File: config.mk
export PLATFORM = sky130hd
export DESIGN_NAME = aoa_word_framer
export DESIGN_NICKNAME = d
export VERILOG_FILES = /design/src/shared/aoa_word_pkg.sv /design/src/core/aoa_count.sv /design/src/core/aoa_fifo.sv /design/src/core/aoa_word_framer.sv
export SDC_FILE = /design/constraint.sdc
export NUM_CORES = 1
export LEC_CHECK = 0
export BUFFER_PORTS_ARGS = -buffer_cell sky130_fd_sc_hd__buf_2
export CAP_MARGIN = 20
export CORE_MARGIN = 2
export CORE_UTILIZATION = 65
export CTS_BUF_LIST = sky130_fd_sc_hd__clkbuf_4
export CTS_CLUSTER_SIZE = 8
export DETAILED_ROUTE_END_ITERATION = 8
export GPL_TIMING_DRIVEN = 0
export PLACE_DENSITY = 0.83
export SYNTH_ARGS = -nofsm -noshare
export SYNTH_HDL_FRONTEND = slang
export SYNTH_SLANG_ARGS = --single-unit
export TNS_END_PERCENT = 5
File: constraint.sdc
create_clock -name MCLK -period 7.45 [get_ports MCLK]
set_clock_uncertainty 0.2 [all_clocks]
set_input_delay 1.49 -clock MCLK [delete_from_list [all_inputs] [get_ports MCLK]]
set_output_delay 1.49 -clock MCLK [all_outputs]
set_load 0.03 [all_outputs]
File: src/shared/aoa_word_pkg.sv
// Shared constants for the angle-of-arrival result word framer
package aoa_word_pkg;
	// ==========================================
	// Word layout, bit 15 is the MSB of the printed word
	localparam int WORD_W = 16;
	localparam int VALID_BIT = 15;
	localparam int COUNT_HI = 14;
	localparam int COUNT_LO = 8;
	localparam int COUNT_W = 7;
	localparam int BEARING_W = 8;
	localparam int BEARING_HI = 7;
	localparam int BEARING_LO = 0;
	// ==========================================
	// Counts and buffer geometry
	localparam logic [COUNT_W-1:0] MODES_COUNT = 7'h20;
	localparam logic [COUNT_W-1:0] COUNT_ONE = 7'h01;
	localparam logic [COUNT_W-1:0] COUNT_MAX = 7'h7f;
	localparam int DEC_N = 4;
	localparam int DEC_W = 2;
	localparam logic [DEC_W-1:0] MODES_SLOT = 2'h1;
	localparam int SLOT_N = 4;
	localparam int SLOT_W = 2;
	localparam int FIFO_DEPTH = 8;
	localparam int DATA_BITS = 12;
	// ==========================================
	// Reply modes
	typedef enum logic {MODE_ATCRBS, MODE_MODES} reply_mode_e;
endpackage

File: src/core/aoa_count.sv
// Per-decoder sample counter with first-pulse flag
`timescale 1ns/10ps
module aoa_count
	import aoa_word_pkg::*;
(
	input wire logic clk,
	input wire logic rst_n,
	input wire logic clear,
	input wire logic sample,
	output logic seen,
	output logic [COUNT_W-1:0] count
);
	always_ff @(posedge clk or negedge rst_n)
	begin
		if (!rst_n)
		begin
			seen <= 1'b0;
			count <= '0;
		end
		else if (sample)
		begin
			// A sample in the clear cycle starts a fresh reply, it is not lost
			seen <= 1'b1;
			count <= (clear || !seen) ? COUNT_ONE : ((count == COUNT_MAX) ? count : count + COUNT_ONE);
		end
		else if (clear)
		begin
			seen <= 1'b0;
			count <= '0;
		end
	end
endmodule

File: src/core/aoa_fifo.sv
// Parameterised valid/ready FIFO of flip-flops
`timescale 1ns/10ps
module aoa_fifo
#(
	parameter int WIDTH = 16,
	parameter int DEPTH = 8
)
(
	input wire logic clk,
	input wire logic rst_n,
	input wire logic in_valid,
	output logic in_ready,
	input wire logic [WIDTH-1:0] in_data,
	output logic out_valid,
	input wire logic out_ready,
	output logic [WIDTH-1:0] out_data
);
	localparam int AW = $clog2(DEPTH);
	logic [WIDTH-1:0] mem_reg [DEPTH];
	logic [AW-1:0] wr_reg;
	logic [AW-1:0] rd_reg;
	logic [AW:0] cnt_reg;
	wire push = in_valid && in_ready;
	wire pop = out_valid && out_ready;
	assign in_ready = (cnt_reg != DEPTH[AW:0]);
	assign out_valid = (cnt_reg != '0);
	assign out_data = mem_reg[rd_reg];
	always_ff @(posedge clk or negedge rst_n)
	begin
		if (!rst_n)
		begin
			wr_reg <= '0;
			rd_reg <= '0;
			cnt_reg <= '0;
		end
		else
		begin
			if (push)
				wr_reg <= (wr_reg == AW'(DEPTH - 1)) ? '0 : wr_reg + 1'b1;
			if (pop)
				rd_reg <= (rd_reg == AW'(DEPTH - 1)) ? '0 : rd_reg + 1'b1;
			cnt_reg <= cnt_reg + (AW+1)'(push) - (AW+1)'(pop);
		end
	end
	always_ff @(posedge clk)
	begin
		if (push)
			mem_reg[wr_reg] <= in_data;
	end
endmodule

File: src/core/aoa_word_framer.sv
// Angle-of-arrival result word framer: first and second output buffers, word out
// Functional notes
// Valid flag in MSB, set only if valid
// Averaged bearing in byte, 1/256 circle
// Mode S count is always 32
// ATCRBS count: data ones plus first pulse
// Garble or abandoned sampling lowers count
// Same word layout in both modes
// Host negates bottom-antenna bearings
// Count between flag and bearing, zero-filled
// Mode S word sent tenth on request
// ATCRBS word fourth, on read strobe
// Valid from decoder first-seen status
// Mode S always uses slot 01; the reply start still clears START_DECODER, not slot 01
`timescale 1ns/10ps
module aoa_word_framer
	import aoa_word_pkg::*;
(
	input wire logic MCLK,
	input wire logic RESETN,
	input wire logic MODE_SEL,
	input wire logic REPLY_START,
	input wire logic [DEC_W-1:0] START_DECODER,
	input wire logic SAMPLE_STROBE,
	input wire logic [DEC_W-1:0] DECODER_SLOT_ADDRESS,
	input wire logic [BEARING_W-1:0] AVG_BEARING,
	input wire logic REPLY_DONE,
	input wire logic [DEC_W-1:0] DONE_DECODER,
	input wire logic [SLOT_W-1:0] WRITE_SLOT,
	input wire logic [SLOT_W-1:0] READ_SLOT,
	input wire logic WORD_REQUEST,
	output logic COMMIT_READY,
	output logic WORD_VALID,
	input wire logic WORD_READY,
	output logic [WORD_W-1:0] RESULT_WORD
);
	// ==========================================
	// Decoding
	reply_mode_e mode;
	assign mode = MODE_SEL ? MODE_MODES : MODE_ATCRBS;
	// Mode S replies always land in slot 01
	wire logic [DEC_W-1:0] sample_dec = (mode == MODE_MODES) ? MODES_SLOT : DECODER_SLOT_ADDRESS;
	wire logic [DEC_W-1:0] done_dec = (mode == MODE_MODES) ? MODES_SLOT : DONE_DECODER;
	wire logic [SLOT_W-1:0] wslot = (mode == MODE_MODES) ? MODES_SLOT : WRITE_SLOT;
	wire logic [SLOT_W-1:0] rslot = (mode == MODE_MODES) ? MODES_SLOT : READ_SLOT;
	// ==========================================
	// First output buffer: live bearing, count and first-seen flag per decoder
	logic [DEC_N-1:0] decoder_first_seen_flag;
	logic [COUNT_W-1:0] dec_count [DEC_N];
	logic [BEARING_W-1:0] bearing_reg [DEC_N];
	genvar g;
	generate
		for (g = 0; g < DEC_N; g++)
		begin : g_dec
			wire logic clr = REPLY_START && (START_DECODER == DEC_W'(g));
			wire logic smp = SAMPLE_STROBE && (sample_dec == DEC_W'(g));
			// Every ungarbled sample counts once, up to 127; missed samples simply never arrive
			aoa_count u_cnt
			(
				.clk(MCLK),
				.rst_n(RESETN),
				.clear(clr),
				.sample(smp),
				.seen(decoder_first_seen_flag[g]),
				.count(dec_count[g])
			);
			always_ff @(posedge MCLK or negedge RESETN)
			begin
				if (!RESETN)
					bearing_reg[g] <= '0;
				else if (smp)
					bearing_reg[g] <= AVG_BEARING;
			end
		end
	endgenerate
	// ==========================================
	// Word assembly, one layout for both modes
	wire logic angle_valid_flag = decoder_first_seen_flag[done_dec];
	wire logic [COUNT_W-1:0] word_count = (mode == MODE_MODES) ? MODES_COUNT : dec_count[done_dec];
	logic [WORD_W-1:0] assembled;
	always_comb
	begin
		assembled = '0;
		assembled[VALID_BIT] = angle_valid_flag;
		assembled[COUNT_HI:COUNT_LO] = word_count;
		// Raw bearing; bottom antenna negation is left to the consumer
		assembled[BEARING_HI:BEARING_LO] = bearing_reg[done_dec];
	end
	// ==========================================
	// Second output buffer, addressed like the reply processor buffer
	logic [WORD_W-1:0] slot_reg [SLOT_N];
	logic commit_pend_reg;
	logic [WORD_W-1:0] commit_word_reg;
	logic [SLOT_W-1:0] commit_slot_reg;
	// A finished reply is held here one cycle; one that finishes while the previous is still held is refused
	assign COMMIT_READY = !commit_pend_reg;
	always_ff @(posedge MCLK or negedge RESETN)
	begin
		if (!RESETN)
		begin
			commit_pend_reg <= 1'b0;
			commit_word_reg <= '0;
			commit_slot_reg <= '0;
		end
		else if (REPLY_DONE && !commit_pend_reg)
		begin
			commit_pend_reg <= 1'b1;
			commit_word_reg <= assembled;
			commit_slot_reg <= wslot;
		end
		else
			commit_pend_reg <= 1'b0;
	end
	always_ff @(posedge MCLK or negedge RESETN)
	begin
		if (!RESETN)
		begin
			for (int i = 0; i < SLOT_N; i++)
				slot_reg[i] <= '0;
		end
		else if (commit_pend_reg)
			slot_reg[commit_slot_reg] <= commit_word_reg;
	end
	// ==========================================
	// Readout: request pushes the addressed word into the outgoing FIFO
	logic fifo_in_ready;
	wire logic push = WORD_REQUEST && fifo_in_ready;
	// Requests while the FIFO is full are dropped; the reply processor paces them
	aoa_fifo #(.WIDTH(WORD_W), .DEPTH(FIFO_DEPTH)) u_fifo
	(
		.clk(MCLK),
		.rst_n(RESETN),
		.in_valid(push),
		.in_ready(fifo_in_ready),
		.in_data(slot_reg[rslot]),
		.out_valid(WORD_VALID),
		.out_ready(WORD_READY),
		.out_data(RESULT_WORD)
	);
endmodule

==> key figures, run 1 <==
STA
  – RSZ-0062 raised after global routing: no
  – Setup TNS: 0 ns
  – Worst-Margin Slew: 1.06 ns
  – Endpoints failing setup: 0
  – Worst Setup Slack, final: 2.96 ns
  – Hold Fails Final Rpt: 0
  – Tmin final: 4.49 ns
  – Peak Freq: 223 MHz
  – Final Cycle Share: 60.3%
  – Final slew viol count: 0
  – Relative slew margins: 29.1%

Place
  – Final GP Congestion: 0.916
  – Placement Setup Slack: 3.33 ns
  – Port Buffers: 41
  – HPWL after detailed placement: 17300 um
  – # placed instances: 1184
  – Post-place instance area: 0.0131 mm^2

Global route
  – Vias in the first global route: 8126
  – Initial antenna violation count: 1
  – Largest net degree at the start of global routing: 82
  – Tot GR Track Use: 26.9%
  – Total grt overflow: 0
  – First-pass GRT wire length: 41800 um

Logic synthesis
  – Mapped Cells: 897
  – Sequential area share after synthesis: 62.8%
  – Syn avg cell area: 13.8 um^2
  – Fraction of registers with async set/reset: 55.1%
  – Yosys warnings: 0
  – Synth Cell Area: 0.0124 mm^2
  – Post-synth net total: 938
  – Most frequent cell after synthesis: dfrtp_1
  – #FFs+latches synth: 285
  – Post-synth top cells: 157 x dfrtp_1, 149 x nand2_1, 128 x edfxtp_1, 102 x mux2_2, 39 x mux4_2
  – Post-synth top flop: dfrtp_1
  – Post-synth EDFFs: 128
  – Post-synth top area share: 31.7%
  – Synth area leader: dfrtp_1
  – Largest cells by area after synthesis: dfrtp_1 32%, edfxtp_1 31%, mux2_2 9.3%, mux4_2 7.1%, nand2_1 4.5%
  – Synth unique cells: 56

CTS
  – Worst skew pair latency: 0.66 ns
  – Post-CTS Setup Repair Bufs: 0
  – TritonCTS clock tree: built
  – Num CTS Buffers: 71
  – Largest buffer count on any clock path: 3
  – Clock-pin transition on the worst setup and hold timing paths: 0.07 ns
  – CTS hold repair buffers: 0
  – H-tree depth: 3
  – Sink Count: 285
  – CTS root buf: clkbuf_4
  – Resized cells post-CTS: 0

Critical path
  – WP data arrival: 2.80 ns
  – Buf/Inv on CP: 3
  – Worst r2r path cells: 7
  – Delay-heaviest family, CP: buffers and inverters
  – Cell depth of the worst setup path: 5
  – CP Capture Type: output port
  – CP max-delay cell: clkbuf_1
  – Cell Chain, Critical Path: clkbuf_1 > clkbuf_1 > mux4_2 > mux2_2 > buf_2
  – Largest stage delay, worst path: 0.58 ns
  – Crit path top cell by count: clkbuf_1
  – CP required: 5.76 ns
  – CP Class: register to output port
  – Critical Path Start Type: register
  – CP Max Fanout: 10

Job
  – Max cap viols: 0

Power
  – Clk network pwr share: 27.0%
  – Sw power: 1490 uW
  – Static leakage: 0.00576 uW
  – Combinational fraction of design power: 27.6%
  – Sw frac: 31.2%
  – P_int: 3290 uW
  – Peak supply drop: 0.159 mV
  – Sequential power share: 45.4%
  – PwrDens: 342 mW/mm^2

Floorplan
  – Die width: 142 um
  – Die Area: 0.0202 mm^2
  – Core Area: 0.0187 mm^2
  – Ports: 44
  – Row count: 50
  – Die height: 142 um
  – Initial Util: 66.2%

Drt
  – DR pass1 iterations: 5
  – Via count: 7901
  – Antenna-violating nets left: 0
  – Residual DRC: 0
  – Initial drt markers: 535
  – Routed len/inst: 19.6 um
  – Final WL: 25600 um
  – Vias per inst: 6.04

Hold path
  – Worst Hold Depth: 2
  – Min-Delay Path Class: register to register

Layout
  – Final Non-Filler Cells: 1308
  – Synth-to-layout area growth: 13.0%
  – Fin area: 0.0140 mm^2
  – Nets: 1064
  – Ratio of cells with drive above 1 in the final layout: 31.8%
  – Max reg flops: 128

Outcome
  – Outcome: complete, no violations
[worst min-delay path, cell delays in order (launching register included)]
cell	delay [ns]
dfrtp_1	0.33
nand2_1	0.05
nand2_1	0.05
[metrics by stage]
step | hold WS (ns) | total power (uW) | util (%)
2_1_floorplan | 0.242 | 3120 | -
3_3_place_gp | 0.257 | 3430 | 68.9
3_5_place_dp | 0.259 | 3530 | 70.0
4_1_cts | 0.274 | 4820 | 74.8
5_1_grt | 0.297 | 5050 | 74.8
6_report | 0.267 | 4780 | 74.8
[power groups by stage]
stage               clock [uW]  combinational, uW  sequential, uW
floorplan                    0                981            2140
global placement             0               1250            2180
detailed placement           0               1330            2200
CTS                       1320               1330            2170
global route              1420               1440            2200
finish                    1290               1320            2170
[routing by layer]
layer	share of wire (%)	track usage [%]	up-vias
met5	0	0	-
met4	2.1	9.53	0
met3	5.6	5.11	53
met2	51	45.5	264
met1	42	35.5	3914
li1	-	-	3670
[placed cells by master (no fill, tap or decap), types with 9 or more instances in the layout]
cell type	n
dfrtp_1	157
nand2_1	149
edfxtp_1	128
clkbuf_4	107
mux2_2	102
buf_2	56
mux4_2	39
clkbuf_1	29
a31oi_1	29
nor2_1	23
o21ai_0	22
a211oi_1	20
nor2b_1	18
inv_1	17
nand3_1	15
ha_1	14
a21oi_1	12
o22ai_1	11
clkinv_1	9
[final timing paths]
check	to	slack, ns	start
min in group asynchronous	g_dec[3].u_cnt.count[4]	0.68	RESETN
min	bearing_reg[27]	0.27	bearing_reg[27]
max in group asynchronous	slot_reg[40]	5.57	RESETN
max reg2reg	u_fifo.mem_reg[1][3]	4.78	u_fifo.cnt_reg[3]
max	RESULT_WORD[15]	2.96	u_fifo.rd_reg[1]
min reg2reg	bearing_reg[27]	0.27	bearing_reg[27]
[cells by family (layout without fill, tap and decap cells)]
family | Yosys count | count (layout) | share of synthesized area (%)
buffers and inverters | 63 | 239 | 2.07
multiplexers | 142 | 142 | 16.4
XOR/XNOR | 3 | 3 | 0.212
adder cells (fa/ha/maj) | 15 | 15 | 1.58
AND/OR/NAND/NOR | 255 | 255 | 9.50
AO/OA/AOI/OAI | 134 | 134 | 7.45
other | 0 | 1 | 0
flip-flops | 285 | 285 | 62.8
[layout make-up]
class | instances | area (um^2)
Inverter | 17 | 63.8
Multi-Input combinational cell | 549 | 4390
Buffer | 46 | 193
Clock inverter | 16 | 95.1
Sequential cell | 285 | 7770
Clock buffer | 107 | 803
Antenna cell | 1 | 2.50
Fill cell | 1200 | 4710
Timing Repair Buffer | 53 | 379
Tap cell | 234 | 293
Power figures use the tool's default switching activity.
==> inputs of run 2 (changes only) <==
Settings changed: CORE_UTILIZATION 65 to 64, PLACE_DENSITY 0.83 to 0.82.
Clock period 7.45 ns to 4.3 ns, I/O delays scaled along.
==> run 2 against run 1 <==
Against the previous run:
- register-to-register slack got worse by 3.1 ns
- utilization fell by 0.30 points
- highest routed layer unchanged
- via count rose by 1.1%
- first-iteration DRC count down 4.9%
- global-route usage is 0.20 points lower
- final cell count is 2.1% higher
- worst setup slack worse by 2.6 ns
- critical endpoint is now RESULT_WORD[5]
- cell area increased by 0.27%
==> key figures, run 2 (synthesis gave the netlist of run 1 again) <==
Drt
  – Initial drt markers: 509 (-4.9%)
  – Residual DRC: 0 (unchanged)
  – Vias per inst: 5.98 (-0.98%)
  – Antenna-violating nets left: 0 (unchanged)
  – Routed len/inst: 19.3 um (-1.7%)
  – Via count: 7985 (+1.1%)
  – DR pass1 iterations: 5 (unchanged)
  – Final WL: 25700 um (+0.29%)

Power
  – Peak supply drop: 0.300 mV (+88%)
  – PwrDens: 596 mW/mm^2 (+74%)
  – Static leakage: 0.00576 uW (about the same)

Global route
  – Vias in the first global route: 8163 (+0.46%)
  – Tot GR Track Use: 26.7% (-0.20 points)
  – Initial antenna violation count: 1 (unchanged)
  – Total grt overflow: 0 (unchanged)
  – Largest net degree at the start of global routing: 81 (-1.2%)
  – First-pass GRT wire length: 42000 um (+0.48%)

Critical path
  – CP Capture Type: output port
  – Critical Path Start Type: register
  – CP required: 3.24 ns (-2.52 ns)
  – CP Max Fanout: 10 (unchanged)
  – WP data arrival: 2.85 ns (+0.05 ns)
  – CP Class: register to output port

CTS
  – TritonCTS clock tree: built
  – Worst skew pair latency: 0.66 ns (about the same)
  – H-tree depth: 3 (unchanged)
  – Resized cells post-CTS: 0 (unchanged)
  – CTS root buf: clkbuf_4
  – CTS hold repair buffers: 0 (unchanged)
  – Clock-pin transition on the worst setup and hold timing paths: 0.06 ns (about the same)
  – Largest buffer count on any clock path: 3 (unchanged)
  – Sink Count: 285 (unchanged)
  – Post-CTS Setup Repair Bufs: 0 (unchanged)
  – Num CTS Buffers: 73 (+2.8%)

Place
  – Port Buffers: 41 (unchanged)
  – HPWL after detailed placement: 17100 um (-1.1%)
  – Final GP Congestion: 0.908 (-0.82%)
  – Placement Setup Slack: 0.828 ns (-2.51 ns)

Layout
  – Ratio of cells with drive above 1 in the final layout: 31.6% (-0.22 points)
  – Nets: 1064 (unchanged)
  – Most frequent cells in the layout: 157 x dfrtp_1, 149 x nand2_1, 128 x edfxtp_1
  – Synth-to-layout area growth: 13.3%
  – Max reg flops: 128 (unchanged)
  – Most common cell after layout, fill and taps aside: dfrtp_1
  – Post-layout util: 74.5% (-0.30 points)

STA
  – Final slew viol count: 0 (unchanged)
  – Tmin final: 3.91 ns
  – Relative slew margins: 39.4% (+10 points)
  – Worst-Margin Slew: 0.904 ns (-0.154 ns)
  – Peak Freq: 256 MHz
  – Final Cycle Share: 90.9%
  – RSZ-0062 raised after global routing: no
  – Worst Setup Slack, final: 0.393 ns (-2.56 ns)
  – Endpoints failing setup: 0 (unchanged)
  – Hold Fails Final Rpt: 0 (unchanged)

Job
  – Max cap viols: 0 (unchanged)

Floorplan
  – Core Area: 0.0188 mm^2 (+0.67%)
  – Ports: 44 (unchanged)
  – Die Area: 0.0205 mm^2 (+1.5%)
  – Die height: 143 um (+0.76%)
  – Row count: 50 (unchanged)
  – Initial Util: 65.8% (-0.44 points)
  – Die width: 143 um (+0.76%)

Outcome
  – Outcome: complete, no violations

Hold path
  – Min-Delay Path Class: primary input to async pin
## run 2: cell types whose count changed in the layout (fill, tap and decap cells not counted)
cell,change
inv_2,-2
buf_16,-1
buf_6,-1
clkbuf_4,+2
clkinv_1,+3
bufinv_16,+1
clkinv_2,-1
## run 2: worst paths after layout
check                                                to  slack (ns)  depth (start not counted)         startpoint
worst max register to register     u_fifo.mem_reg[1][0]        1.64                          8  u_fifo.cnt_reg[2]
min in group MCLK                       bearing_reg[21]        0.24                          3     AVG_BEARING[5]
worst min-delay path            g_dec[0].u_cnt.count[0]        0.02                          1             RESETN
max in group asynchronous                   slot_reg[0]        3.05                          2             RESETN
worst min register to register          bearing_reg[24]        0.27                          2    bearing_reg[24]
worst max-delay path                     RESULT_WORD[5]        0.39                          5   u_fifo.rd_reg[1]
## run 2: worst max-delay path: stages (launching register included)
cell and delay, ns:
dfrtp_1 0.36, clkbuf_1 0.30, clkbuf_1 0.65, mux4_2 0.43
mux2_2 0.28, buf_2 0.18
## run 2: where the power goes
group,total [uW],leakage [uW],switching (uW),internal (uW)
logic,2290,0.00201,1280,1020
registers,3750,0.00320,278,3480
clock network,2310,0.000553,1040,1280
## run 2: area by class of cell
type                            instances  area (um^2)
Antenna cell                            1         2.50
Buffer                                 46          193
Clock buffer                          109          818
Clock inverter                         17          124
Fill cell                            1219         4800
Inverter                               17         63.8
Multi-Input combinational cell        549         4390
Sequential cell                       285         7770
Tap cell                              260          325
Timing Repair Buffer                   51          340
## run 2: through the flow
step           power (uW)  TNS (ns)  cells  area (um^2)  hold WS (ns)
2_1_floorplan        5400         0    897        12400         0.242
6_report             8360         0   1335        14000        0.0214
3_5_place_dp         6100         0   1208        13100         0.261
5_1_grt              8830         0   1335        14000        0.0449
3_3_place_gp         5930    -24.85   1198        12900         0.257
4_1_cts              8430         0   1334        14000        0.0153
## run 2: per-layer routing
layer | track usage (%) | wire length [um] | vias up
met3 | 5.63 | 1290 | 45
met1 | 34.4 | 10600 | 4006
met4 | 9.48 | 534 | 0
met5 | 0 | 0 | -
li1 | - | - | 3681
met2 | 45.5 | 13300 | 253
